[src/design/uart_channel_pkg.sv]
// constants for the single-channel asynchronous receiver/transmitter
package uart_channel_pkg;
  // 4-bit register addresses on the 8-bit parallel port
  localparam logic [3:0] ADDR_MODE = 4'h0;
  localparam logic [3:0] ADDR_STATUS_BAUD = 4'h1;
  localparam logic [3:0] ADDR_COMMAND = 4'h2;
  localparam logic [3:0] ADDR_HOLDING = 4'h3;
  localparam logic [3:0] ADDR_PIN_CONFIG = 4'hD;
  localparam logic [3:0] ADDR_SET_OUT = 4'hE;
  localparam logic [3:0] ADDR_CLR_OUT = 4'hF;
  // channel_mode_first fields
  localparam int MODE1_RTS_CTRL = 7;
  localparam int MODE1_INT_SEL = 6;
  localparam int MODE1_ERR_MODE = 5;
  localparam int MODE1_PAR_HI = 4;
  localparam int MODE1_PAR_LO = 3;
  localparam int MODE1_PAR_TYPE = 2;
  localparam int MODE1_LEN_HI = 1;
  localparam int MODE1_LEN_LO = 0;
  // channel_mode_second fields
  localparam int MODE2_CTS_EN = 4;
  // parity mode encodings
  localparam logic [1:0] PAR_WITH = 2'h0;
  localparam logic [1:0] PAR_FORCE = 2'h1;
  localparam logic [1:0] PAR_NONE = 2'h2;
  localparam logic [1:0] PAR_MULTIDROP = 2'h3;
  // channel_command fields and miscellaneous codes
  localparam int CMD_RX_EN = 0;
  localparam int CMD_RX_DIS = 1;
  localparam int CMD_TX_EN = 2;
  localparam int CMD_TX_DIS = 3;
  localparam int CMD_MISC_HI = 6;
  localparam int CMD_MISC_LO = 4;
  localparam logic [2:0] CMD_RESET_PTR = 3'h1;
  localparam logic [2:0] CMD_RESET_RX = 3'h2;
  localparam logic [2:0] CMD_RESET_TX = 3'h3;
  localparam logic [2:0] CMD_RESET_ERR = 3'h4;
  // output_pin_config field
  localparam int PINCFG_PIN4_INT = 4;
  // receive entry: status above data
  localparam int ENTRY_W = 11;
  localparam int ENTRY_PERR = 8;
  localparam int ENTRY_FERR = 9;
  localparam int ENTRY_BRK = 10;
  localparam int RX_FIFO_DEPTH = 8;
  // reset values
  localparam logic [7:0] MODE_RESET = 8'h00;
  localparam logic [7:0] OUT_PORT_RESET = 8'h00;
  localparam logic [7:0] PINCFG_RESET = 8'h00;
  // bit timing
  localparam int CLK_HZ = 200_000_000;
  localparam int BAUD_BPS = 9600;
  localparam int BIT_CLKS = CLK_HZ / BAUD_BPS;
endpackage : uart_channel_pkg

[src/design/uart_rx_fifo.sv]
// receive fifo with valid/ready on both sides
`timescale 1ns/10ps
`default_nettype none
module uart_rx_fifo #(
  parameter int WIDTH = 11,
  parameter int DEPTH = 8
) (
  input wire logic i_core_clk,
  input wire logic i_rstn,
  input wire logic i_clear,
  input wire logic i_in_valid,
  output logic o_in_ready,
  input wire logic [WIDTH-1:0] i_in_data,
  output logic o_out_valid,
  input wire logic i_out_ready,
  output logic [WIDTH-1:0] o_out_data
);
  localparam int AW = $clog2(DEPTH);
  typedef struct packed {
    logic [DEPTH-1:0][WIDTH-1:0] mem;
    logic [AW-1:0] rd;
    logic [AW-1:0] wr;
    logic [AW:0] count;
  } fifo_state_t;

  fifo_state_t st;
  fifo_state_t next_st;
  logic push;
  logic pop;

  assign o_in_ready = st.count != (AW+1)'(DEPTH);
  assign o_out_valid = st.count != '0;
  assign o_out_data = st.mem[st.rd];
  assign push = i_in_valid && o_in_ready;
  assign pop = o_out_valid && i_out_ready;

  always_comb
  begin
    next_st = st;
    if (push)
    begin
      next_st.mem[st.wr] = i_in_data;
      next_st.wr = (st.wr == AW'(DEPTH - 1)) ? '0 : st.wr + 1'b1;
    end
    if (pop)
      next_st.rd = (st.rd == AW'(DEPTH - 1)) ? '0 : st.rd + 1'b1;
    next_st.count = st.count + (AW+1)'(push) - (AW+1)'(pop);
    if (i_clear)
    begin
      next_st.rd = '0;
      next_st.wr = '0;
      next_st.count = '0;
    end
  end

  always_ff @(posedge i_core_clk or negedge i_rstn)
  begin
    if (!i_rstn)
      st <= '0;
    else
      st <= next_st;
  end
endmodule : uart_rx_fifo
`default_nettype wire

[src/design/uart_channel_mode_control.sv]
// one uart channel: mode pointer, flow control, interrupt select, error modes
// Contract
// - mode access reaches first register when selected
// - pointer returns to first on reset/command
// - first-register access moves pointer to second
// - request-to-send follows output-port bit 0
// - full fifo plus start bit negates request-to-send
// - port bit kept; re-assert when space frees
// - mode bit 6 picks ready or full
// - selected condition drives pin four when configured
// - mode bit 5 picks error reporting mode
// - character mode: flags of top character only
// - block mode: flags ORed since error reset
// - parity field 11 selects multidrop wake-up
// - multidrop sends mode bit 2 as tag
// - disabled multidrop receiver keeps only address characters
`timescale 1ns/10ps
`default_nettype none
module uart_channel_mode_control #(
  parameter int BIT_CLKS = uart_channel_pkg::BIT_CLKS,
  parameter int FIFO_DEPTH = uart_channel_pkg::RX_FIFO_DEPTH
) (
  input wire logic i_core_clk,
  input wire logic i_rstn,
  input wire logic i_chip_sel_n,
  input wire logic i_rd_n,
  input wire logic i_wr_n,
  input wire logic [3:0] i_addr,
  input wire logic [7:0] i_wdata,
  output logic [7:0] o_rdata,
  input wire logic i_rx_line,
  output logic o_tx_line,
  input wire logic i_clear_to_send_in_n,
  output logic o_request_to_send_out_n,
  output logic o_output_pin_four_n,
  output logic o_rx_irq
);
  localparam logic [15:0] BIT_LAST = 16'(BIT_CLKS - 1);
  localparam logic [15:0] HALF_LAST = 16'(BIT_CLKS / 2 - 1);
  localparam int EW = uart_channel_pkg::ENTRY_W;

  typedef enum logic [2:0] {LINE_IDLE, LINE_START, LINE_DATA, LINE_PARITY, LINE_STOP} line_st_t;

  typedef struct packed {
    logic [7:0] mode1;
    logic [7:0] mode2;
    logic ptr_second;
    logic [7:0] out_bits;
    logic [7:0] pin_cfg;
    logic rx_en;
    logic tx_en;
    logic [7:0] rdata;
    logic overrun;
    logic [2:0] block_err;
    logic rts_hold;
    line_st_t rx_st;
    logic [15:0] rx_cnt;
    logic [2:0] rx_idx;
    logic [7:0] rx_shift;
    logic rx_par;
    logic rx_pbit;
    logic held_valid;
    logic [EW-1:0] held;
    line_st_t tx_st;
    logic [15:0] tx_cnt;
    logic [2:0] tx_idx;
    logic [7:0] tx_shift;
    logic tx_par;
    logic tx_hold_valid;
    logic [7:0] tx_hold;
    logic tx_line;
  } chan_state_t;

  chan_state_t st;
  chan_state_t next_st;

  logic fifo_in_ready;
  logic fifo_out_valid;
  logic fifo_pop;
  logic fifo_clear;
  logic [EW-1:0] fifo_top;

  logic rd_acc;
  logic wr_acc;
  logic [1:0] par_mode;
  logic multidrop;
  logic use_pbit;
  logic [2:0] last_idx;
  logic [2:0] top_err;
  logic [2:0] shown_err;
  logic [7:0] status;
  logic rx_cond;
  logic [7:0] rx_data;
  logic rx_ferr;
  logic rx_perr;
  logic rx_brk;
  logic rx_keep;
  logic [2:0] misc;

  assign rd_acc = !i_chip_sel_n && !i_rd_n;
  assign wr_acc = !i_chip_sel_n && !i_wr_n;
  assign par_mode = st.mode1[uart_channel_pkg::MODE1_PAR_HI:uart_channel_pkg::MODE1_PAR_LO];
  assign multidrop = par_mode == uart_channel_pkg::PAR_MULTIDROP;
  assign use_pbit = par_mode != uart_channel_pkg::PAR_NONE;
  // five to eight bits: last index is 4 plus the length field
  assign last_idx = 3'h4 + {1'b0, st.mode1[uart_channel_pkg::MODE1_LEN_HI:uart_channel_pkg::MODE1_LEN_LO]};
  assign misc = i_wdata[uart_channel_pkg::CMD_MISC_HI:uart_channel_pkg::CMD_MISC_LO];
  assign fifo_pop = rd_acc && i_addr == uart_channel_pkg::ADDR_HOLDING;
  assign fifo_clear = wr_acc && i_addr == uart_channel_pkg::ADDR_COMMAND
    && misc == uart_channel_pkg::CMD_RESET_RX;

  assign top_err = fifo_out_valid
    ? fifo_top[uart_channel_pkg::ENTRY_BRK:uart_channel_pkg::ENTRY_PERR] : 3'h0;
  // block mode adds everything that reached the top since the error reset
  assign shown_err = st.mode1[uart_channel_pkg::MODE1_ERR_MODE]
    ? (st.block_err | top_err) : top_err;
  assign status = {shown_err, st.overrun,
    !st.tx_hold_valid && st.tx_st == LINE_IDLE,
    st.tx_en && !st.tx_hold_valid, !fifo_in_ready, fifo_out_valid};
  assign rx_cond = st.mode1[uart_channel_pkg::MODE1_INT_SEL]
    ? !fifo_in_ready : fifo_out_valid;

  // fields of the character as it completes on the stop bit
  assign rx_data = 8'(st.rx_shift >> (2'h3 - st.mode1[1:0]));
  assign rx_ferr = !i_rx_line;
  assign rx_brk = rx_ferr && rx_data == 8'h00 && !(use_pbit && st.rx_pbit);
  always_comb
  begin
    case (par_mode)
      uart_channel_pkg::PAR_WITH:
        rx_perr = st.rx_par ^ st.rx_pbit ^ st.mode1[uart_channel_pkg::MODE1_PAR_TYPE];
      uart_channel_pkg::PAR_FORCE:
        rx_perr = st.rx_pbit ^ st.mode1[uart_channel_pkg::MODE1_PAR_TYPE];
      uart_channel_pkg::PAR_MULTIDROP:
        rx_perr = st.rx_pbit; // tag travels in the parity slot
      default:
        rx_perr = 1'b0;
    endcase
  end
  // disabled multidrop receiver still watches for address tags
  assign rx_keep = multidrop ? (st.rx_en || st.rx_pbit) : st.rx_en;

  uart_rx_fifo #(
    .WIDTH(EW),
    .DEPTH(FIFO_DEPTH)
  ) u_rx_fifo (
    .i_core_clk(i_core_clk),
    .i_rstn(i_rstn),
    .i_clear(fifo_clear),
    .i_in_valid(st.held_valid),
    .o_in_ready(fifo_in_ready),
    .i_in_data(st.held),
    .o_out_valid(fifo_out_valid),
    .i_out_ready(fifo_pop),
    .o_out_data(fifo_top)
  );

  always_comb
  begin
    next_st = st;
    // register port
    if (rd_acc)
    begin
      case (i_addr)
        uart_channel_pkg::ADDR_MODE:
        begin
          next_st.rdata = st.ptr_second ? st.mode2 : st.mode1;
          next_st.ptr_second = 1'b1;
        end
        uart_channel_pkg::ADDR_STATUS_BAUD:
          next_st.rdata = status;
        uart_channel_pkg::ADDR_HOLDING:
          next_st.rdata = fifo_top[7:0];
        default:
          next_st.rdata = 8'h00;
      endcase
    end
    if (wr_acc)
    begin
      case (i_addr)
        uart_channel_pkg::ADDR_MODE:
        begin
          if (st.ptr_second)
            next_st.mode2 = i_wdata;
          else
            next_st.mode1 = i_wdata;
          next_st.ptr_second = 1'b1;
        end
        uart_channel_pkg::ADDR_COMMAND:
        begin
          if (i_wdata[uart_channel_pkg::CMD_RX_EN])
            next_st.rx_en = 1'b1;
          if (i_wdata[uart_channel_pkg::CMD_RX_DIS])
            next_st.rx_en = 1'b0;
          if (i_wdata[uart_channel_pkg::CMD_TX_EN])
            next_st.tx_en = 1'b1;
          if (i_wdata[uart_channel_pkg::CMD_TX_DIS])
            next_st.tx_en = 1'b0;
          case (misc)
            uart_channel_pkg::CMD_RESET_PTR:
              next_st.ptr_second = 1'b0;
            uart_channel_pkg::CMD_RESET_RX:
            begin
              next_st.rx_en = 1'b0;
              next_st.overrun = 1'b0;
              next_st.block_err = 3'h0;
              next_st.rts_hold = 1'b0;
              next_st.held_valid = 1'b0;
              next_st.rx_st = LINE_IDLE;
            end
            uart_channel_pkg::CMD_RESET_TX:
            begin
              next_st.tx_en = 1'b0;
              next_st.tx_hold_valid = 1'b0;
              next_st.tx_st = LINE_IDLE;
              next_st.tx_line = 1'b1;
            end
            uart_channel_pkg::CMD_RESET_ERR:
            begin
              next_st.overrun = 1'b0;
              next_st.block_err = 3'h0;
            end
            default:
              next_st.rx_en = next_st.rx_en;
          endcase
        end
        uart_channel_pkg::ADDR_HOLDING:
          if (st.tx_en && !st.tx_hold_valid)
          begin
            next_st.tx_hold = i_wdata;
            next_st.tx_hold_valid = 1'b1;
          end
        uart_channel_pkg::ADDR_PIN_CONFIG:
          next_st.pin_cfg = i_wdata;
        uart_channel_pkg::ADDR_SET_OUT:
          next_st.out_bits = st.out_bits | i_wdata;
        uart_channel_pkg::ADDR_CLR_OUT:
          next_st.out_bits = st.out_bits & ~i_wdata;
        default:
          next_st.pin_cfg = next_st.pin_cfg; // baud select accepted, rate fixed
      endcase
    end

    // error accumulation; the top character still counts after a reset
    next_st.block_err = next_st.block_err | top_err;
    // space in the fifo lifts the automatic negation
    if (fifo_in_ready)
      next_st.rts_hold = 1'b0;
    if (st.held_valid && fifo_in_ready)
      next_st.held_valid = 1'b0;

    // receiver
    if (st.rx_st != LINE_IDLE)
      next_st.rx_cnt = st.rx_cnt + 16'h0001;
    case (st.rx_st)
      LINE_IDLE:
        if (!i_rx_line)
        begin
          next_st.rx_st = LINE_START;
          next_st.rx_cnt = 16'h0000;
        end
      LINE_START:
        if (st.rx_cnt == HALF_LAST)
        begin
          next_st.rx_cnt = 16'h0000;
          next_st.rx_idx = 3'h0;
          next_st.rx_par = 1'b0;
          next_st.rx_pbit = 1'b0;
          next_st.rx_st = i_rx_line ? LINE_IDLE : LINE_DATA;
          if (!i_rx_line && !fifo_in_ready)
          begin
            if (st.mode1[uart_channel_pkg::MODE1_RTS_CTRL])
              next_st.rts_hold = 1'b1;
            if (st.held_valid)
              next_st.overrun = 1'b1;
          end
        end
      LINE_DATA:
        if (st.rx_cnt == BIT_LAST)
        begin
          next_st.rx_cnt = 16'h0000;
          next_st.rx_shift = {i_rx_line, st.rx_shift[7:1]};
          next_st.rx_par = st.rx_par ^ i_rx_line;
          next_st.rx_idx = st.rx_idx + 3'h1;
          if (st.rx_idx == last_idx)
            next_st.rx_st = use_pbit ? LINE_PARITY : LINE_STOP;
        end
      LINE_PARITY:
        if (st.rx_cnt == BIT_LAST)
        begin
          next_st.rx_cnt = 16'h0000;
          next_st.rx_pbit = i_rx_line;
          next_st.rx_st = LINE_STOP;
        end
      LINE_STOP:
        if (st.rx_cnt == BIT_LAST)
        begin
          next_st.rx_st = LINE_IDLE;
          // an unpushed held character is overwritten: overrun was flagged
          if (rx_keep)
          begin
            next_st.held = {rx_brk, rx_ferr, rx_perr, rx_data};
            next_st.held_valid = 1'b1;
          end
        end
      default:
        next_st.rx_st = LINE_IDLE;
    endcase

    // transmitter
    if (st.tx_st != LINE_IDLE)
      next_st.tx_cnt = st.tx_cnt + 16'h0001;
    case (st.tx_st)
      LINE_IDLE:
        if (st.tx_hold_valid && (!st.mode2[uart_channel_pkg::MODE2_CTS_EN]
            || !i_clear_to_send_in_n))
        begin
          next_st.tx_shift = st.tx_hold;
          next_st.tx_hold_valid = 1'b0;
          next_st.tx_idx = 3'h0;
          next_st.tx_par = 1'b0;
          next_st.tx_cnt = 16'h0000;
          next_st.tx_line = 1'b0;
          next_st.tx_st = LINE_START;
        end
      LINE_START:
        if (st.tx_cnt == BIT_LAST)
        begin
          next_st.tx_cnt = 16'h0000;
          next_st.tx_line = st.tx_shift[0];
          next_st.tx_st = LINE_DATA;
        end
      LINE_DATA:
        if (st.tx_cnt == BIT_LAST)
        begin
          next_st.tx_cnt = 16'h0000;
          next_st.tx_par = st.tx_par ^ st.tx_shift[0];
          next_st.tx_shift = {1'b0, st.tx_shift[7:1]};
          next_st.tx_idx = st.tx_idx + 3'h1;
          next_st.tx_line = st.tx_shift[1];
          if (st.tx_idx == last_idx)
          begin
            if (!use_pbit)
            begin
              next_st.tx_line = 1'b1;
              next_st.tx_st = LINE_STOP;
            end
            else
            begin
              next_st.tx_st = LINE_PARITY;
              if (par_mode == uart_channel_pkg::PAR_WITH)
                next_st.tx_line = st.tx_par ^ st.tx_shift[0]
                  ^ st.mode1[uart_channel_pkg::MODE1_PAR_TYPE];
              else
                next_st.tx_line = st.mode1[uart_channel_pkg::MODE1_PAR_TYPE];
            end
          end
        end
      LINE_PARITY:
        if (st.tx_cnt == BIT_LAST)
        begin
          next_st.tx_cnt = 16'h0000;
          next_st.tx_line = 1'b1;
          next_st.tx_st = LINE_STOP;
        end
      LINE_STOP:
        if (st.tx_cnt == BIT_LAST)
          next_st.tx_st = LINE_IDLE;
      default:
        next_st.tx_st = LINE_IDLE;
    endcase
  end

  always_ff @(posedge i_core_clk or negedge i_rstn)
  begin
    if (!i_rstn)
    begin
      st <= '0;
      st.mode1 <= uart_channel_pkg::MODE_RESET;
      st.mode2 <= uart_channel_pkg::MODE_RESET;
      st.ptr_second <= 1'b0;
      st.out_bits <= uart_channel_pkg::OUT_PORT_RESET;
      st.pin_cfg <= uart_channel_pkg::PINCFG_RESET;
      st.rx_st <= LINE_IDLE;
      st.tx_st <= LINE_IDLE;
      st.tx_line <= 1'b1;
    end
    else
      st <= next_st;
  end

  assign o_rdata = st.rdata;
  assign o_tx_line = st.tx_line;
  // pins are active low: request-to-send is port bit 0 unless auto-negated, pin four is port bit 4 or the receive condition
  assign o_request_to_send_out_n = !(st.out_bits[0] && !st.rts_hold);
  assign o_output_pin_four_n = st.pin_cfg[uart_channel_pkg::PINCFG_PIN4_INT]
    ? !rx_cond : !st.out_bits[4];
  assign o_rx_irq = rx_cond;
endmodule : uart_channel_mode_control
`default_nettype wire

[config.mk]
export PLATFORM = sky130hd
export DESIGN_NAME = uart_channel_mode_control
export DESIGN_NICKNAME = d
export VERILOG_FILES = /design/src/design/uart_channel_pkg.sv /design/src/design/uart_rx_fifo.sv /design/src/design/uart_channel_mode_control.sv
export SDC_FILE = /design/constraint.sdc
export NUM_CORES = 1
export LEC_CHECK = 0
export BUFFER_PORTS_ARGS = -buffer_cell sky130_fd_sc_hd__buf_2
export CORE_MARGIN = 2
export CORE_UTILIZATION = 40
export DETAILED_ROUTE_END_ITERATION = 16
export PLACE_DENSITY_LB_ADDON = 0.2
export SLEW_MARGIN = 10
export SYNTH_ARGS = -nofsm -noshare
export SYNTH_HDL_FRONTEND = slang
export SYNTH_HIERARCHICAL = 1
export SYNTH_SLANG_ARGS = --single-unit
export TNS_END_PERCENT = 20
[constraint.sdc]
create_clock -name i_core_clk -period 3.7 [get_ports i_core_clk]
set_clock_uncertainty 0.1 [all_clocks]
set_input_delay 0.37 -clock i_core_clk [delete_from_list [all_inputs] [get_ports i_core_clk]]
set_output_delay 0.37 -clock i_core_clk [all_outputs]
set_load 0.05 [all_outputs]
Word level (Yosys, flattened, before mapping)
Index checks and enable logic that the tools add are counted.

Output and inout port bits: 12. Input bits: 19. Bits in registers: 231.

Bitwise logic cells: 12. Add/sub/neg operators: 10. Reduce and logical (&&, ||, !) cells: 60. Muxes and demuxes: 96. Shift operators: 1. Equality and inequality tests: 34. Magnitude comparators: 3.

Operators by type and width (number): case mux 16 bit (4 select lines) (2); two-way mux 19 bit (5); bitwise mux 88 bit (1); two-way mux 31 bit (2); two-way mux 3 bit (14); two-way mux 8 bit (5); two-way mux 1 bit (36); two-way mux 12 bit (3); binary-select mux 11 bit (select 3 bit) (1); demux 11 bit (select 3 bit) (1); adder 16 x 1 -> 16 bit (second input constant) (2); equality test 16 x 15 -> 1 bit (second input constant) (2); two-way mux 16 bit (2); two-way mux 32 bit (1); case mux 3 bit (5 select lines) (2); AND reduction 3 bit (9); case mux 12 bit (2 select lines) (1); case mux 8 bit (3 select lines) (1); two-way mux 23 bit (1); two-way mux 11 bit (2); two-way mux 10 bit (2); equality test 3 x 2 -> 1 bit (second input constant) (6); equality test 16 x 14 -> 1 bit (second input constant) (1); logical AND 1 bit (16); 44 further kinds (98).

Logic depth before layout (Yosys ltp)
Gate-level depths: netlist of the first run.

Depth in word-level cells: 10. Mapped depth: 11. Depth with buffers taken out: 11.

Cells and area by module
The synthesis of the first run kept the hierarchy.

By module, submodules not included: uart_channel_mode_control (times used 1, seq. area each 3004.1 um^2, cells each 639, area each 6379.9 um^2); uart_rx_fifo (times used 1, seq. area each 2452.4 um^2, cells each 299, area each 4649.5 um^2).

Worst setup path before layout of the first run
OpenSTA, ideal clock, no wires.

Kind: register to output. From: register u_rx_fifo/st[2] in the netlist's numbering. To: output o_output_pin_four_n. Buffers on the path: 2. Arrival: 2623 ps. Stages on the path, launching flop included: 9. Slack: 607 ps. Path through: dfrtp_1 inv_1 ha_1 or3b_2 clkbuf_1 clkbuf_1 nor2_1 a21oi_1 mux2i_1.

Elaborated cells on any way between the ends: 6. Classes of those cells: eq/ne: 1; mux: 2; reduce/logical: 3.

RTL lines: from (decl) (line uart_rx_fifo.sv:26) `fifo_state_t st;`; from (signal assigned) (line uart_rx_fifo.sv:61) `st <= next_st;`; nonzero test 4 bit (line uart_rx_fifo.sv:32) `assign o_out_valid = st.count != '0;`; net fifo_out_valid (line uart_channel_mode_control.sv:78) `logic fifo_out_valid;`; two-way mux 1 bit (line uart_channel_mode_control.sv:121) `? !fifo_in_ready : fifo_out_valid;`; net o_rx_irq (line uart_channel_mode_control.sv:36) `output logic o_rx_irq`; zero test 1 bit (line uart_channel_mode_control.sv:397) `? !rx_cond : !st.out_bits[4];`; two-way mux 1 bit (line uart_channel_mode_control.sv:397); to (decl) (line uart_channel_mode_control.sv:35) `output logic o_output_pin_four_n,`.

The timed path passes the listed nets, and every way through them passes these cells.

Final worst setup path of the first run
From: register u_rx_fifo/st[2] in the netlist's numbering. To: output o_output_pin_four_n.

Word-level cells in the longest chain between the ends: 5. Elaborated cells on any way between the ends: 6. Classes of those cells: eq/ne: 1; mux: 2; reduce/logical: 3.

Ends and longest elaborated chain: inequality test 4 bit (line uart_rx_fifo.sv:31) `assign o_in_ready = st.count != (AW+1)'(DEPTH);`; net fifo_in_ready (line uart_channel_mode_control.sv:77) `logic fifo_in_ready;`; zero test 1 bit (line uart_channel_mode_control.sv:121); two-way mux 1 bit (line uart_channel_mode_control.sv:121); zero test 1 bit (line uart_channel_mode_control.sv:397); two-way mux 1 bit (line uart_channel_mode_control.sv:397).

The timed path passes the listed nets, and every way through them passes these cells.

==> summary.md, run 1 <==
| Metric | Value |
|---|---|
| Gr ovfl total | `0` |
| Worst Reg-to-Reg Cells | `10` |
| Initial DRC count | `403` |
| Max clock buf depth | `3` |
| Post-CTS setup repair buffer count | `0` |
| Post-Place Setup Slack | `0.9019 ns` |
| Setup ws final | `0.6131 ns` |
| Layout cells sized above 1 | `28.31%` |
| CTS root buffer | `clkbuf_16` |
| Tmin final | `3.087 ns` |
| Die area | `0.02892 mm2` |
| Crit start category | `flop` |
| Max Freq | `323.9 MHz` |
| Number of synthesized register bits | `218` |
| Setup_tns | `0 ns` |
| Most frequent cells in the layout | `217 x dfrtp_1, 133 x mux2_2, 82 x nand2_1` |
| Worst-path maximum fanout | `10` |
| H-tree depth | `1` |
| Max-cap viol count | `0` |
| 1st-pass router iterations | `4` |
| Final wirelength | `24330 um` |
| GP Congestion | `0.7962` |
| Hold Path Class | `in2reg` |
| Pin count of the biggest net entering global routing | `94` |
| Max transition margin | `24.75%` |
| Finished layout cell area | `0.01236 mm2` |
| Crit path DAT | `2.62 ns` |
| Post-Synthesis Cells | `938` |
| Post-route DRC | `0` |
| Total Nets Final | `991` |
| Syn Nets | `974` |
| Post-DRT Antenna Nets | `0` |
| Routed len/inst | `18.49 um` |
| Met1 Usage GRT | `25.24%` |
| Die Ht | `170.1 um` |
| Reg clk slew, reported paths | `0.06 ns` |
| Port-buffer cells | `30` |
| Endpoint type of the worst setup path | `primary output` |
| Syn Area/Cell | `11.76 um2` |
| Vias in the first global route | `7416` |
| Cell area power density | `541.5 mW/mm2` |
| Hold depth | `2` |
| CTS Buf Count | `26` |
| Period Utilization, post-route | `83.43%` |
| DP Area | `0.01143 mm2` |
| First-pass GRT wire length | `40510 um` |
| Synth-to-Final Area Change | `12.02%` |
| Final setup violation count | `0` |
| Commonest non-fill, non-tap cell in the layout | `dfrtp_1` |
| Row count | `60` |
| Synth Flop Type | `dfrtp_1` |
| GRT Max-Usage Layer | `met2` |
| Max Slew Vio Count | `0` |
| M3 GR Usage | `2.977%` |
| Post-CTS Resized | `0` |
| Seq/Total Area, Yosys | `49.47%` |
| Die X | `170.1 um` |
| N_diodes | `0` |
| Initial antenna violation count | `0` |
| Post-Syn Area | `0.01103 mm2` |
| Post-DP HPWL | `16160 um` |
| Clk_lat worst skew | `0.53 ns` |
| Core box area | `0.02703 mm2` |
| Outcome | `finished, final reports clean` |
| Worst r2r dst | `u_rx_fifo/st[2]$_DFF_PN0_` |
| Post-synth EDFFs | `0` |
| Initial Util | `40.81%` |
| Clock tree from TritonCTS | `done` |
| R2R setup slack | `0.89 ns` |
| Worst Tran Pin Value | `1.126 ns` |
| I/O pin total | `31` |
| Hold endpoint | `st[132]$_DFFE_PN0P_` |
| DR vias/cell | `5.505` |
| Fillers | `2457` |
| Clock sinks | `218` |
| Hold Fails Final Rpt | `0` |
| Vias | `7244` |
| RSZ-0062 raised after global routing | `no` |
| Crit path kind | `reg2out` |
| P_leak | `0.005680 uW` |
| Peak supply drop | `272.0 uV` |
| Post-synth cell types | `75` |
| Worst r2r src | `u_rx_fifo/st[2]$_DFF_PN0_` |
| FFs w/ async S/R, synth | `100.0%` |
| GR Util All Layers | `17.49%` |
| Routing usage on met2 | `27.55%` |
| Ys Warns | `6` |
| Hold wc startpoint | `i_wdata[7]` |
| Critical Path RT | `3.23 ns` |
## per-layer routing
layer | part of all wire [%] | vias to the layer above
li1 | - | 3465
met1 | 49 | 3648
met2 | 45 | 106
met3 | 4.1 | 25
met4 | 1.6 | 0
met5 | 0 | -
## worst max-delay path, stage by stage (launching register included)
cell and delay [ns]:
dfrtp_1 0.35, inv_1 0.10, ha_1 0.15, nor3b_4 0.48, inv_2 0.22, a21oi_1 0.42, mux2i_1 0.13, buf_2 0.23
## worst max path at each step
| stage | startpoint | to | slack, ns | cells past startpoint |
|---|---|---|---|---|
| 2_1_floorplan | u_rx_fifo/st[2]$_DFF_PN0_ | o_output_pin_four_n | 0.61 | 8 |
| 3_3_place_gp | u_rx_fifo/st[2]$_DFF_PN0_ | u_rx_fifo/st[2]$_DFF_PN0_ | 0.93 | 10 |
| 3_5_place_dp | u_rx_fifo/st[2]$_DFF_PN0_ | u_rx_fifo/st[2]$_DFF_PN0_ | 0.90 | 10 |
| 4_1_cts | u_rx_fifo/st[2]$_DFF_PN0_ | o_output_pin_four_n | 0.59 | 7 |
| 5_1_grt | u_rx_fifo/st[2]$_DFF_PN0_ | o_output_pin_four_n | 0.47 | 7 |
| 6_report | u_rx_fifo/st[2]$_DFF_PN0_ | o_output_pin_four_n | 0.61 | 7 |
## Yosys cell counts, types with 7 or more instances
master / number / share of area, %
a31oi_1: 16 / 0.91
mux4_2: 23 / 4.7
o21a_1: 8 / 0.54
clkbuf_1: 23 / 0.78
nor3_1: 14 / 0.64
nand2b_1: 16 / 0.91
buf_6: 7 / 0.71
buf_2: 8 / 0.36
xnor2_1: 13 / 1.0
buf_4: 14 / 0.95
dfrtp_1: 217 / 49
a22o_1: 14 / 1.1
nand2_1: 82 / 2.8
mux2_2: 133 / 14
mux2i_1: 22 / 2.0
nand3_1: 31 / 1.4
o21ai_0: 32 / 1.5
nand4_1: 8 / 0.45
nor2b_1: 10 / 0.57
nor2_1: 51 / 1.7
and3_1: 7 / 0.40
a21oi_1: 33 / 1.5
ha_1: 16 / 1.8
inv_1: 16 / 0.54
## sequential cells by signal, summed over array words and instances (netlist names), named ones only
signal	count
o_rdata	8
par_mode	2
o_tx_line	1
u_rx_fifo/st	98
st	107
## timing repair
action | in CTS | in global routing
hold buffers | 1 | 0
hold endpoints to repair | 89 | 0
endpoints found under the setup margin | 0 | 0
## cells by family (layout without fill, tap and decap cells)
| family | Yosys count | after routing | synth area share [%] |
|---|---|---|---|
| buffers and inverters | 73 | 110 | 3.528 |
| AND/OR/NAND/NOR | 280 | 280 | 13.82 |
| adder cells (fa/ha/maj) | 17 | 17 | 1.997 |
| multiplexers | 184 | 184 | 21.09 |
| flip-flops | 218 | 218 | 49.47 |
| AO/OA/AOI/OAI | 149 | 149 | 8.747 |
| XOR/XNOR | 17 | 17 | 1.350 |
## metrics by stage
step / hold WS, ns / std cells / util, % / total power, uW
6_report: 0.04688 / 1316 / 45.72 / 6690
5_1_grt: 0.03586 / 1316 / 45.72 / 7063
4_1_cts: 0.02976 / 1316 / 45.72 / 6769
3_5_place_dp: 0.3473 / 1267 / 42.28 / 4078
3_3_place_gp: 0.3438 / 1267 / 42.28 / 4066
2_1_floorplan: -0.02559 / 938 / - / 3754
## final cells by class
class                   instances  area, um2  share of cell area, %
clock buffers                  38      775.7                  6.278
clock inverters                10      143.9                  1.165
inverters                      17      63.81                 0.5165
multi-input cells             647       5201                  42.10
flip-flops and latches        218       5456                  44.16
well taps                     341      426.7                  3.453
repair buffers                 45      287.8                  2.329
## where the power goes
group	switching (uW)	internal [uW]	total (uW)
logic	663	498	1160
registers	280	2590	2870
clock network	996	1660	2660
total	1940	4750	6690
Power figures use the tool's default switching activity.
==> run 2, diff against run 1 <==
Settings changed: ABC_AREA from default to 1.
Clock period 3.7 ns to 2.6 ns, I/O delays scaled along.
==> run 2 against run 1 <==
  * Count of clock-buffer cells in the layout decreased by 3
  * Critical path depth unchanged
  * Register-to-register slack got worse by 0.59 ns
  * Routed wire length increased by 45%
  * Die area increased by 15%
  * Highest routed layer unchanged
==> summary.md, run 2 <==
| Metric | Value |
|---|---|
| Ys Warns | `6 (unchanged)` |
| FFs w/ async S/R, synth | `100.0% (unchanged)` |
| Max transition margin | `53.15% (+28 points)` |
| Hold Path Class | `in2reg` |
| Endpoint type of the worst setup path | `primary output` |
| Initial DRC count | `857 (+110%)` |
| Crit start category | `flop` |
| GP Congestion | `0.8773 (+10%)` |
| Placed insts | `2135 (+69%)` |
| Commonest non-fill, non-tap cell in the layout | `nand2_1` |
| Vias | `11240 (+55%)` |
| Synth top cells by count | `633 x nand2_1, 223 x inv_1, 217 x dfrtp_1` |
| Routing usage on met2 | `33.59% (+6.0 points)` |
| Yosys top cell by area | `dfrtp_1` |
| CTS root buffer | `clkbuf_16` |
| Port-buffer cells | `30 (unchanged)` |
| Net Sw Frac | `36.86% (+7.9 points)` |
| I/O pin total | `31 (unchanged)` |
| Die Ht | `182.3 um (+7.2%)` |
| Total Nets Final | `1810 (+83%)` |
| Comb power frac | `29.6% (+12 points)` |
| Gr ovfl total | `0 (unchanged)` |
| Max clock buf depth | `3 (unchanged)` |
| Clk_lat worst skew | `0.54 ns (about the same)` |
| Setup_tns | `0 ns (unchanged)` |
| Post-route DRC | `0 (unchanged)` |
| N_diodes | `0 (unchanged)` |
| Final setup violation count | `0 (unchanged)` |
| GR Util All Layers | `21.71% (+4.2 points)` |
| Peak supply drop | `517.9 uV (+90%)` |
| Pint | `6914 uW (+46%)` |
| Worst Tran Pin Value | `0.6974 ns (-0.4291 ns)` |
| Most frequent cell after synthesis | `nand2_1` |
| Syn Area/Cell | `7.253 um2 (-38%)` |
| Post-synth cell types | `44 (-41%)` |
| Pin count of the biggest net entering global routing | `101 (+7.4%)` |
| Final std cells w/o fill | `2195 (+67%)` |
| CP startpoint | `u_rx_fifo/st[2]$_DFF_PN0_` |
| Top cells by area, synth | `dfrtp_1 43%, nand2_1 19%, inv_1 6.6%, nand4_1 5.9%, nand3_1 5.7%` |
| Worst-path maximum fanout | `51 (+41)` |
| Post-Synthesis Cells | `1753 (+87%)` |
| Clk pwr share | `34.2% (-5.6 points)` |
| Final wirelength | `35320 um (+45%)` |
| Post-Syn Area | `0.01271 mm2 (+15%)` |
| CP top delay family | `buffers and inverters` |
| M3 GR Usage | `2.435% (-0.54 points)` |
| Reg clk slew, reported paths | `0.06 ns (about the same)` |
| Worst path slowest cell | `dfrtp_1` |
| Max FFs per register | `107 (unchanged)` |
| Row count | `65 (+8.3%)` |
| Synth Flop Type | `dfrtp_1` |
| P_sw | `4037 uW (+110%)` |
| Setup ws final | `0.1466 ns (-0.4664 ns)` |
| P_leak | `0.007584 uW (+34%)` |
| PnR Total Power | `10950 uW (+64%)` |
| CP max stage delay | `0.36 ns (-0.12 ns)` |
| H-tree depth | `1 (unchanged)` |
| Most frequent cells in the layout | `633 x nand2_1, 223 x inv_1, 216 x dfrtp_1` |
| Tmin final | `2.453 ns` |
| Vias in the first global route | `10600 (+43%)` |
| Crit path DAT | `2.09 ns (-0.53 ns)` |
| Seq/Total Area, Yosys | `42.91% (-6.6 points)` |
| DR vias/cell | `5.120 (-7.0%)` |
| Clock sinks | `218 (unchanged)` |
| Share of power burned in registers | `36.2% (-6.7 points)` |
| Post-DRT Antenna Nets | `0 (unchanged)` |
| CTS Buf Count | `26 (unchanged)` |
| Die area | `0.03323 mm2 (+15%)` |
| Max Slew Vio Count | `0 (unchanged)` |
| Met1 Usage GRT | `31.88% (+6.6 points)` |
| Synth-to-Final Area Change | `12.41%` |
| Outcome | `finished, final reports clean` |
| Core box area | `0.03139 mm2 (+16%)` |
| Initial Util | `40.50% (-0.31 points)` |
| Post-Place Setup Slack | `0.1526 ns (-0.7493 ns)` |
| Post-DP HPWL | `23930 um (+48%)` |
| Number of synthesized register bits | `218 (unchanged)` |
| RSZ-0062 raised after global routing | `no` |
| Critical Path RT | `2.24 ns (-0.99 ns)` |
| Post-synth EDFFs | `0 (unchanged)` |
| Syn Nets | `1789 (+84%)` |
| Max-cap viol count | `0 (unchanged)` |
| Hold wc startpoint | `i_rd_n` |
| Cell area power density | `766.2 mW/mm2 (+42%)` |
| WP buf/inv | `3 (unchanged)` |
| Clock tree from TritonCTS | `done` |
| First-pass GRT wire length | `57840 um (+43%)` |
| Crit path kind | `reg2out` |
| GRT Max-Usage Layer | `met2` |
| Max Freq | `407.6 MHz` |
| Worst r2r src | `u_rx_fifo/st[1]$_DFF_PN0_` |
| Crit-path cells | `inv_1, ha_1, nand3_4, buf_16, o21ai_2, a21oi_1, buf_2` |
| Most flop-heavy register | `st` |
| Die X | `182.3 um (+7.2%)` |
| Initial antenna violation count | `0 (unchanged)` |
| Post-CTS setup repair buffer count | `0 (unchanged)` |
| Routed len/inst | `16.09 um (-13%)` |
| Share of the synthesized area in the top cell type | `42.71% (-6.5 points)` |
| Hold Fails Final Rpt | `0 (unchanged)` |
| Layout cells sized above 1 | `10.76% (-18 points)` |
| 1st-pass router iterations | `5 (+1)` |
| Period Utilization, post-route | `94.36%` |
[run 2: changes by cell type in the layout (fill, tap and decap cells not counted), sizes merged, moves of 23 or more]
cell,before,now
inv,18,233
buf,44,70
nand3,31,152
nor2,51,98
o21ai,34,96
nand2,82,646
mux2,139,0
mux4,23,0
nand4,8,121
[run 2: cell type report]
type,instances,area [um2]
inverters,236,892.1
multi-input cells,1209,5862
fillers,3204,17100
flip-flops and latches,218,5458
well taps,402,503.0
repair buffers,83,695.7
clock buffers,35,765.7
clock inverters,12,116.4
[run 2: power by group through the flow]
| stage | Combinational [uW] | Sequential, uW | Clock, uW |
|---|---|---|---|
| detailed placement | 3150 | 4020 | 0 |
| global placement | 3130 | 4010 | 0 |
| CTS | 3260 | 3960 | 3820 |
| floorplan | 2280 | 3950 | 0 |
| global route | 3630 | 4000 | 3960 |
| finish | 3250 | 3960 | 3740 |
[run 2: final timing paths]
path                       cells past startpoint                           end  slack (ns)
max                                            7           o_output_pin_four_n        0.15
min                                            5        o_rdata[6]$_DFFE_PN0P_        0.02
max reg2reg                                   10     u_rx_fifo/st[2]$_DFF_PN0_        0.30
min reg2reg                                    2  u_rx_fifo/st[95]$_DFFE_PN0P_        0.37
max in group asynchronous                      3           o_tx_line$_DFF_PN1_        1.46
min in group asynchronous                      2  u_rx_fifo/st[67]$_DFFE_PN0P_        0.19
[run 2: logic make-up after synthesis]
family | count (synthesis) | synth area share [%]
compound gates | 140 | 6.288
xor+xnor | 19 | 1.309
flops | 218 | 42.91
buf+inv | 326 | 11.11
simple gates | 1033 | 36.65
fa+ha+maj | 17 | 1.732
[run 2: metal layers]
metal / wire length (um) / vias up
met5: 0 / -
met4: 1124 / 0
met3: 1646 / 66
met2: 15570 / 279
met1: 16980 / 5261
li1: - / 5633
[run 2: worst reg2reg max path, stage by stage, from the launching register on]
cell,delay (ns)
dfrtp_1,0.38
inv_1,0.19
nand3_1,0.13
nand2_1,0.14
inv_1,0.07
ha_1,0.27
inv_1,0.04
ha_1,0.21
fa_1,0.41
o21ai_0,0.18
a21oi_1,0.05
[run 2: what timing repair did]
| action | 4_1_cts | 5_1_grt |
|---|---|---|
| hold buffers | 12 | 0 |
| endpoints found under the setup margin | 1 | 0 |
| endpoints found under the hold margin | 95 | 0 |
| gates resized for setup | 1 | 0 |
[run 2: through the flow]
| stage | utilization, % | hold slack (ns) | instance area (um2) |
|---|---|---|---|
| 2_1_floorplan | - | -0.1356 | 12720 |
| 3_3_place_gp | 42.21 | 0.2007 | 13250 |
| 3_5_place_dp | 42.21 | 0.2005 | 13250 |
| 4_1_cts | 45.53 | 0.005573 | 14290 |
| 5_1_grt | 45.53 | 0.04391 | 14290 |
| 6_report | 45.53 | 0.01634 | 14290 |
==> run 3, diff against run 2 <==
--- a/config.mk
+++ b/config.mk
@@ -12,4 +12,5 @@
 export DETAILED_ROUTE_END_ITERATION = 16
 export PLACE_DENSITY_LB_ADDON = 0.2
+export SKIP_LAST_GASP = 1
 export SLEW_MARGIN = 10
 export SYNTH_ARGS = -nofsm -noshare
--- a/constraint.sdc
+++ b/constraint.sdc
@@ -3,3 +3,3 @@
 set_input_delay 0.26 -clock i_core_clk [delete_from_list [all_inputs] [get_ports i_core_clk]]
 set_output_delay 0.26 -clock i_core_clk [all_outputs]
-set_load 0.05 [all_outputs]
+set_load 0.1 [all_outputs]
==> run 3 against run 2 <==
  * Count of clock-buffer cells in the layout rose by 6
  * Cell count fell by 0.59%
  * Sequential share of layout area rose by 0.17 points
  * Fmax fell by 2.1%
  * Die area did not move
  * Total power rose by 2.2%
  * Critical path type unchanged
==> summary.md, run 3 (same netlist as run 2, synthesis figures left out) <==
| Metric | Value |
|---|---|
| Outcome | `finished, final reports clean` |
| CTS root buffer | `clkbuf_16` |
| Synth-to-Final Area Change | `11.91%` |
| H-tree depth | `1 (unchanged)` |
| R2R setup slack | `0.27 ns (-0.03 ns)` |
| Clock sinks | `218 (unchanged)` |
| Max transition margin | `46.92% (-6.2 points)` |
| Initial DRC count | `1017 (+19%)` |
| Clock tree from TritonCTS | `done` |
| Routed len/inst | `15.99 um (-0.66%)` |
| Post-route DRC | `0 (unchanged)` |
| Worst r2r src | `u_rx_fifo/st[2]$_DFF_PN0_` |
| CP top delay family | `buffers and inverters` |
| Crit start category | `flop` |
| Worst-path maximum fanout | `51 (unchanged)` |
| Share of power burned in registers | `35.4% (-0.8 points)` |
| Tmin final | `2.506 ns (+0.05297 ns)` |
| Comb power frac | `30.1% (+0.5 points)` |
| Reg clk slew, reported paths | `0.06 ns (about the same)` |
| Most frequent cells in the layout | `633 x nand2_1, 223 x inv_1, 216 x dfrtp_1` |
| Gr ovfl total | `0 (unchanged)` |
| Critical Path RT | `2.24 ns (about the same)` |
| Endpoint type of the worst setup path | `primary output` |
| Setup_tns | `0 ns (unchanged)` |
| Post-CTS setup repair buffer count | `0 (unchanged)` |
| Net Sw Frac | `37.15% (+0.28 points)` |
| N_diodes | `0 (unchanged)` |
| Max Slew Vio Count | `0 (unchanged)` |
| Hold wc startpoint | `i_rd_n` |
| 1st-pass router iterations | `5 (unchanged)` |
| Final setup violation count | `0 (unchanged)` |
| PnR Total Power | `11190 uW (+2.2%)` |
| DR vias/cell | `5.137 (+0.33%)` |
| Worst Reg-to-Reg Cells | `10 (unchanged)` |
| GR Util All Layers | `21.19% (-0.52 points)` |
| Crit path kind | `reg2out` |
| Crit path DAT | `2.15 ns (+0.06 ns)` |
| Core box area | `0.03139 mm2 (unchanged)` |
| Pin count of the biggest net entering global routing | `103 (+2.0%)` |
| Hold Path Class | `in2reg` |
| GP Congestion | `0.8690 (-0.95%)` |
| Worst Tran Pin Value | `0.7901 ns (+0.09279 ns)` |
| Max-cap viol count | `0 (unchanged)` |
| Worst r2r dst | `u_rx_fifo/st[2]$_DFF_PN0_` |
| Row count | `65 (unchanged)` |
| Layout cells sized above 1 | `9.831% (-0.93 points)` |
| Initial Util | `40.50% (unchanged)` |
| Period Utilization, post-route | `96.40% (+2.0 points)` |
| Max clock buf depth | `3 (unchanged)` |
| CP max stage delay | `0.35 ns (about the same)` |
| Crit-path cells | `inv_1, ha_1, nand3_4, buf_16, o21ai_4, buf_4` |
| Total Nets Final | `1796 (-0.77%)` |
| Max FFs per register | `107 (unchanged)` |
| Die Ht | `182.3 um (unchanged)` |
| Post-DRT Antenna Nets | `0 (unchanged)` |
| WP buf/inv | `3 (unchanged)` |
| Initial antenna violation count | `0 (unchanged)` |
| First-pass GRT wire length | `57220 um (-1.1%)` |
| Clk pwr share | `34.4% (+0.2 points)` |
| Peak supply drop | `552.4 uV (+6.7%)` |
| Cell area power density | `786.8 mW/mm2 (+2.7%)` |
| I/O pin total | `31 (unchanged)` |
| Setup ws final | `0.09364 ns (-0.05297 ns)` |
| Post-Place Setup Slack | `0.1784 ns (+0.02576 ns)` |
| Pint | `7036 uW (+1.8%)` |
| Most flop-heavy register | `st` |
| Worst path slowest cell | `dfrtp_1` |
| Hold Fails Final Rpt | `0 (unchanged)` |
| Post-DP HPWL | `23280 um (-2.7%)` |
| Hold endpoint | `o_rdata[6]$_DFFE_PN0P_` |
| P_sw | `4159 uW (+3.0%)` |
| Die area | `0.03323 mm2 (unchanged)` |
| Port-buffer cells | `30 (unchanged)` |
| CTS Buf Count | `27 (+3.8%)` |
| Die X | `182.3 um (unchanged)` |
| Commonest non-fill, non-tap cell in the layout | `nand2_1` |
| P_leak | `0.007517 uW (-0.89%)` |
| Vias in the first global route | `10740 (+1.3%)` |
| Vias | `11210 (-0.27%)` |
| Max Freq | `399.0 MHz (-2.1%)` |
| Clk_lat worst skew | `0.53 ns (about the same)` |
| Final wirelength | `34880 um (-1.2%)` |
| Hold depth | `5 (unchanged)` |
run 3: cell types whose count changed in the layout (fill, tap and decap cells not counted), sizes merged:
cell / delta
buf: -15
bufinv: +1
clkinv: -6
clkbuf: +7
inv: +1
bufbuf: -1
run 3: layer usage:
metal  part of all wire [%]  GRT usage (%)  up-vias
li1                       -              -     5601
met1                     49          31.79     5293
met5                      0              0        -
met3                    4.7          2.235       57
met4                    2.6          5.194        0
met2                     44          32.79      258
run 3: final cells by class:
class,count,area [um2]
repair buffers,68,593.1
flip-flops and latches,218,5458
clock inverters,8,121.4
fillers,3138,17160
clock buffers,41,788.3
multi-input cells,1209,5873
inverters,236,892.1
well taps,402,503.0
run 3: power groups by stage:
| stage | Combinational (uW) | Sequential (uW) | Clock, uW |
|---|---|---|---|
| 2_1_floorplan | 2390 | 3950 | 0 |
| 3_3_place_gp | 3260 | 4020 | 0 |
| 3_5_place_dp | 3280 | 4020 | 0 |
| 4_1_cts | 3320 | 3960 | 3940 |
| 5_1_grt | 3780 | 4010 | 4080 |
| 6_report | 3370 | 3970 | 3850 |
run 3: through the flow:
stage / utilization, % / hold WS (ns) / cells / cell area (um2)
final: 45.32 / 0.04089 / 2182 / 14230
after global routing: 45.32 / 0.04005 / 2182 / 14230
after CTS: 45.22 / 0.01710 / 2181 / 14200
after detailed placement: 41.93 / 0.1458 / 2120 / 13160
after global placement: 41.93 / 0.1455 / 2120 / 13160
after floorplan: - / -0.1356 / 1753 / 12730
run 3: timing repair:
item / CTS / global route
pin swaps: 0 / 0
setup endpoints to repair: 2 / 1
gates resized for setup: 2 / 1
cloned: 0 / 1
hold buffers: 12 / 0
hold endpoints to repair: 87 / 0
run 3: how the worst max path moves through the flow:
stage | start | to | slack [ns] | depth (start not counted)
floorplan | u_rx_fifo/st[2]$_DFF_PN0_ | o_output_pin_four_n | 0.01 | 7
global placement | i_addr[3] | u_rx_fifo/st[2]$_DFF_PN0_ | 0.20 | 12
detailed placement | i_addr[3] | u_rx_fifo/st[2]$_DFF_PN0_ | 0.18 | 12
CTS | u_rx_fifo/st[2]$_DFF_PN0_ | o_output_pin_four_n | -0.01 | 7
global route | u_rx_fifo/st[2]$_DFF_PN0_ | o_rx_irq | -0.008 | 6
finish | u_rx_fifo/st[2]$_DFF_PN0_ | o_rx_irq | 0.09 | 6
run 3: tightest hold or removal path: cells and delay by family:
| kind | cells | cell delay, ns |
|---|---|---|
| buffers and inverters | 2 | 0.22 |
| and+or+nand+nor | 3 | 0.15 |
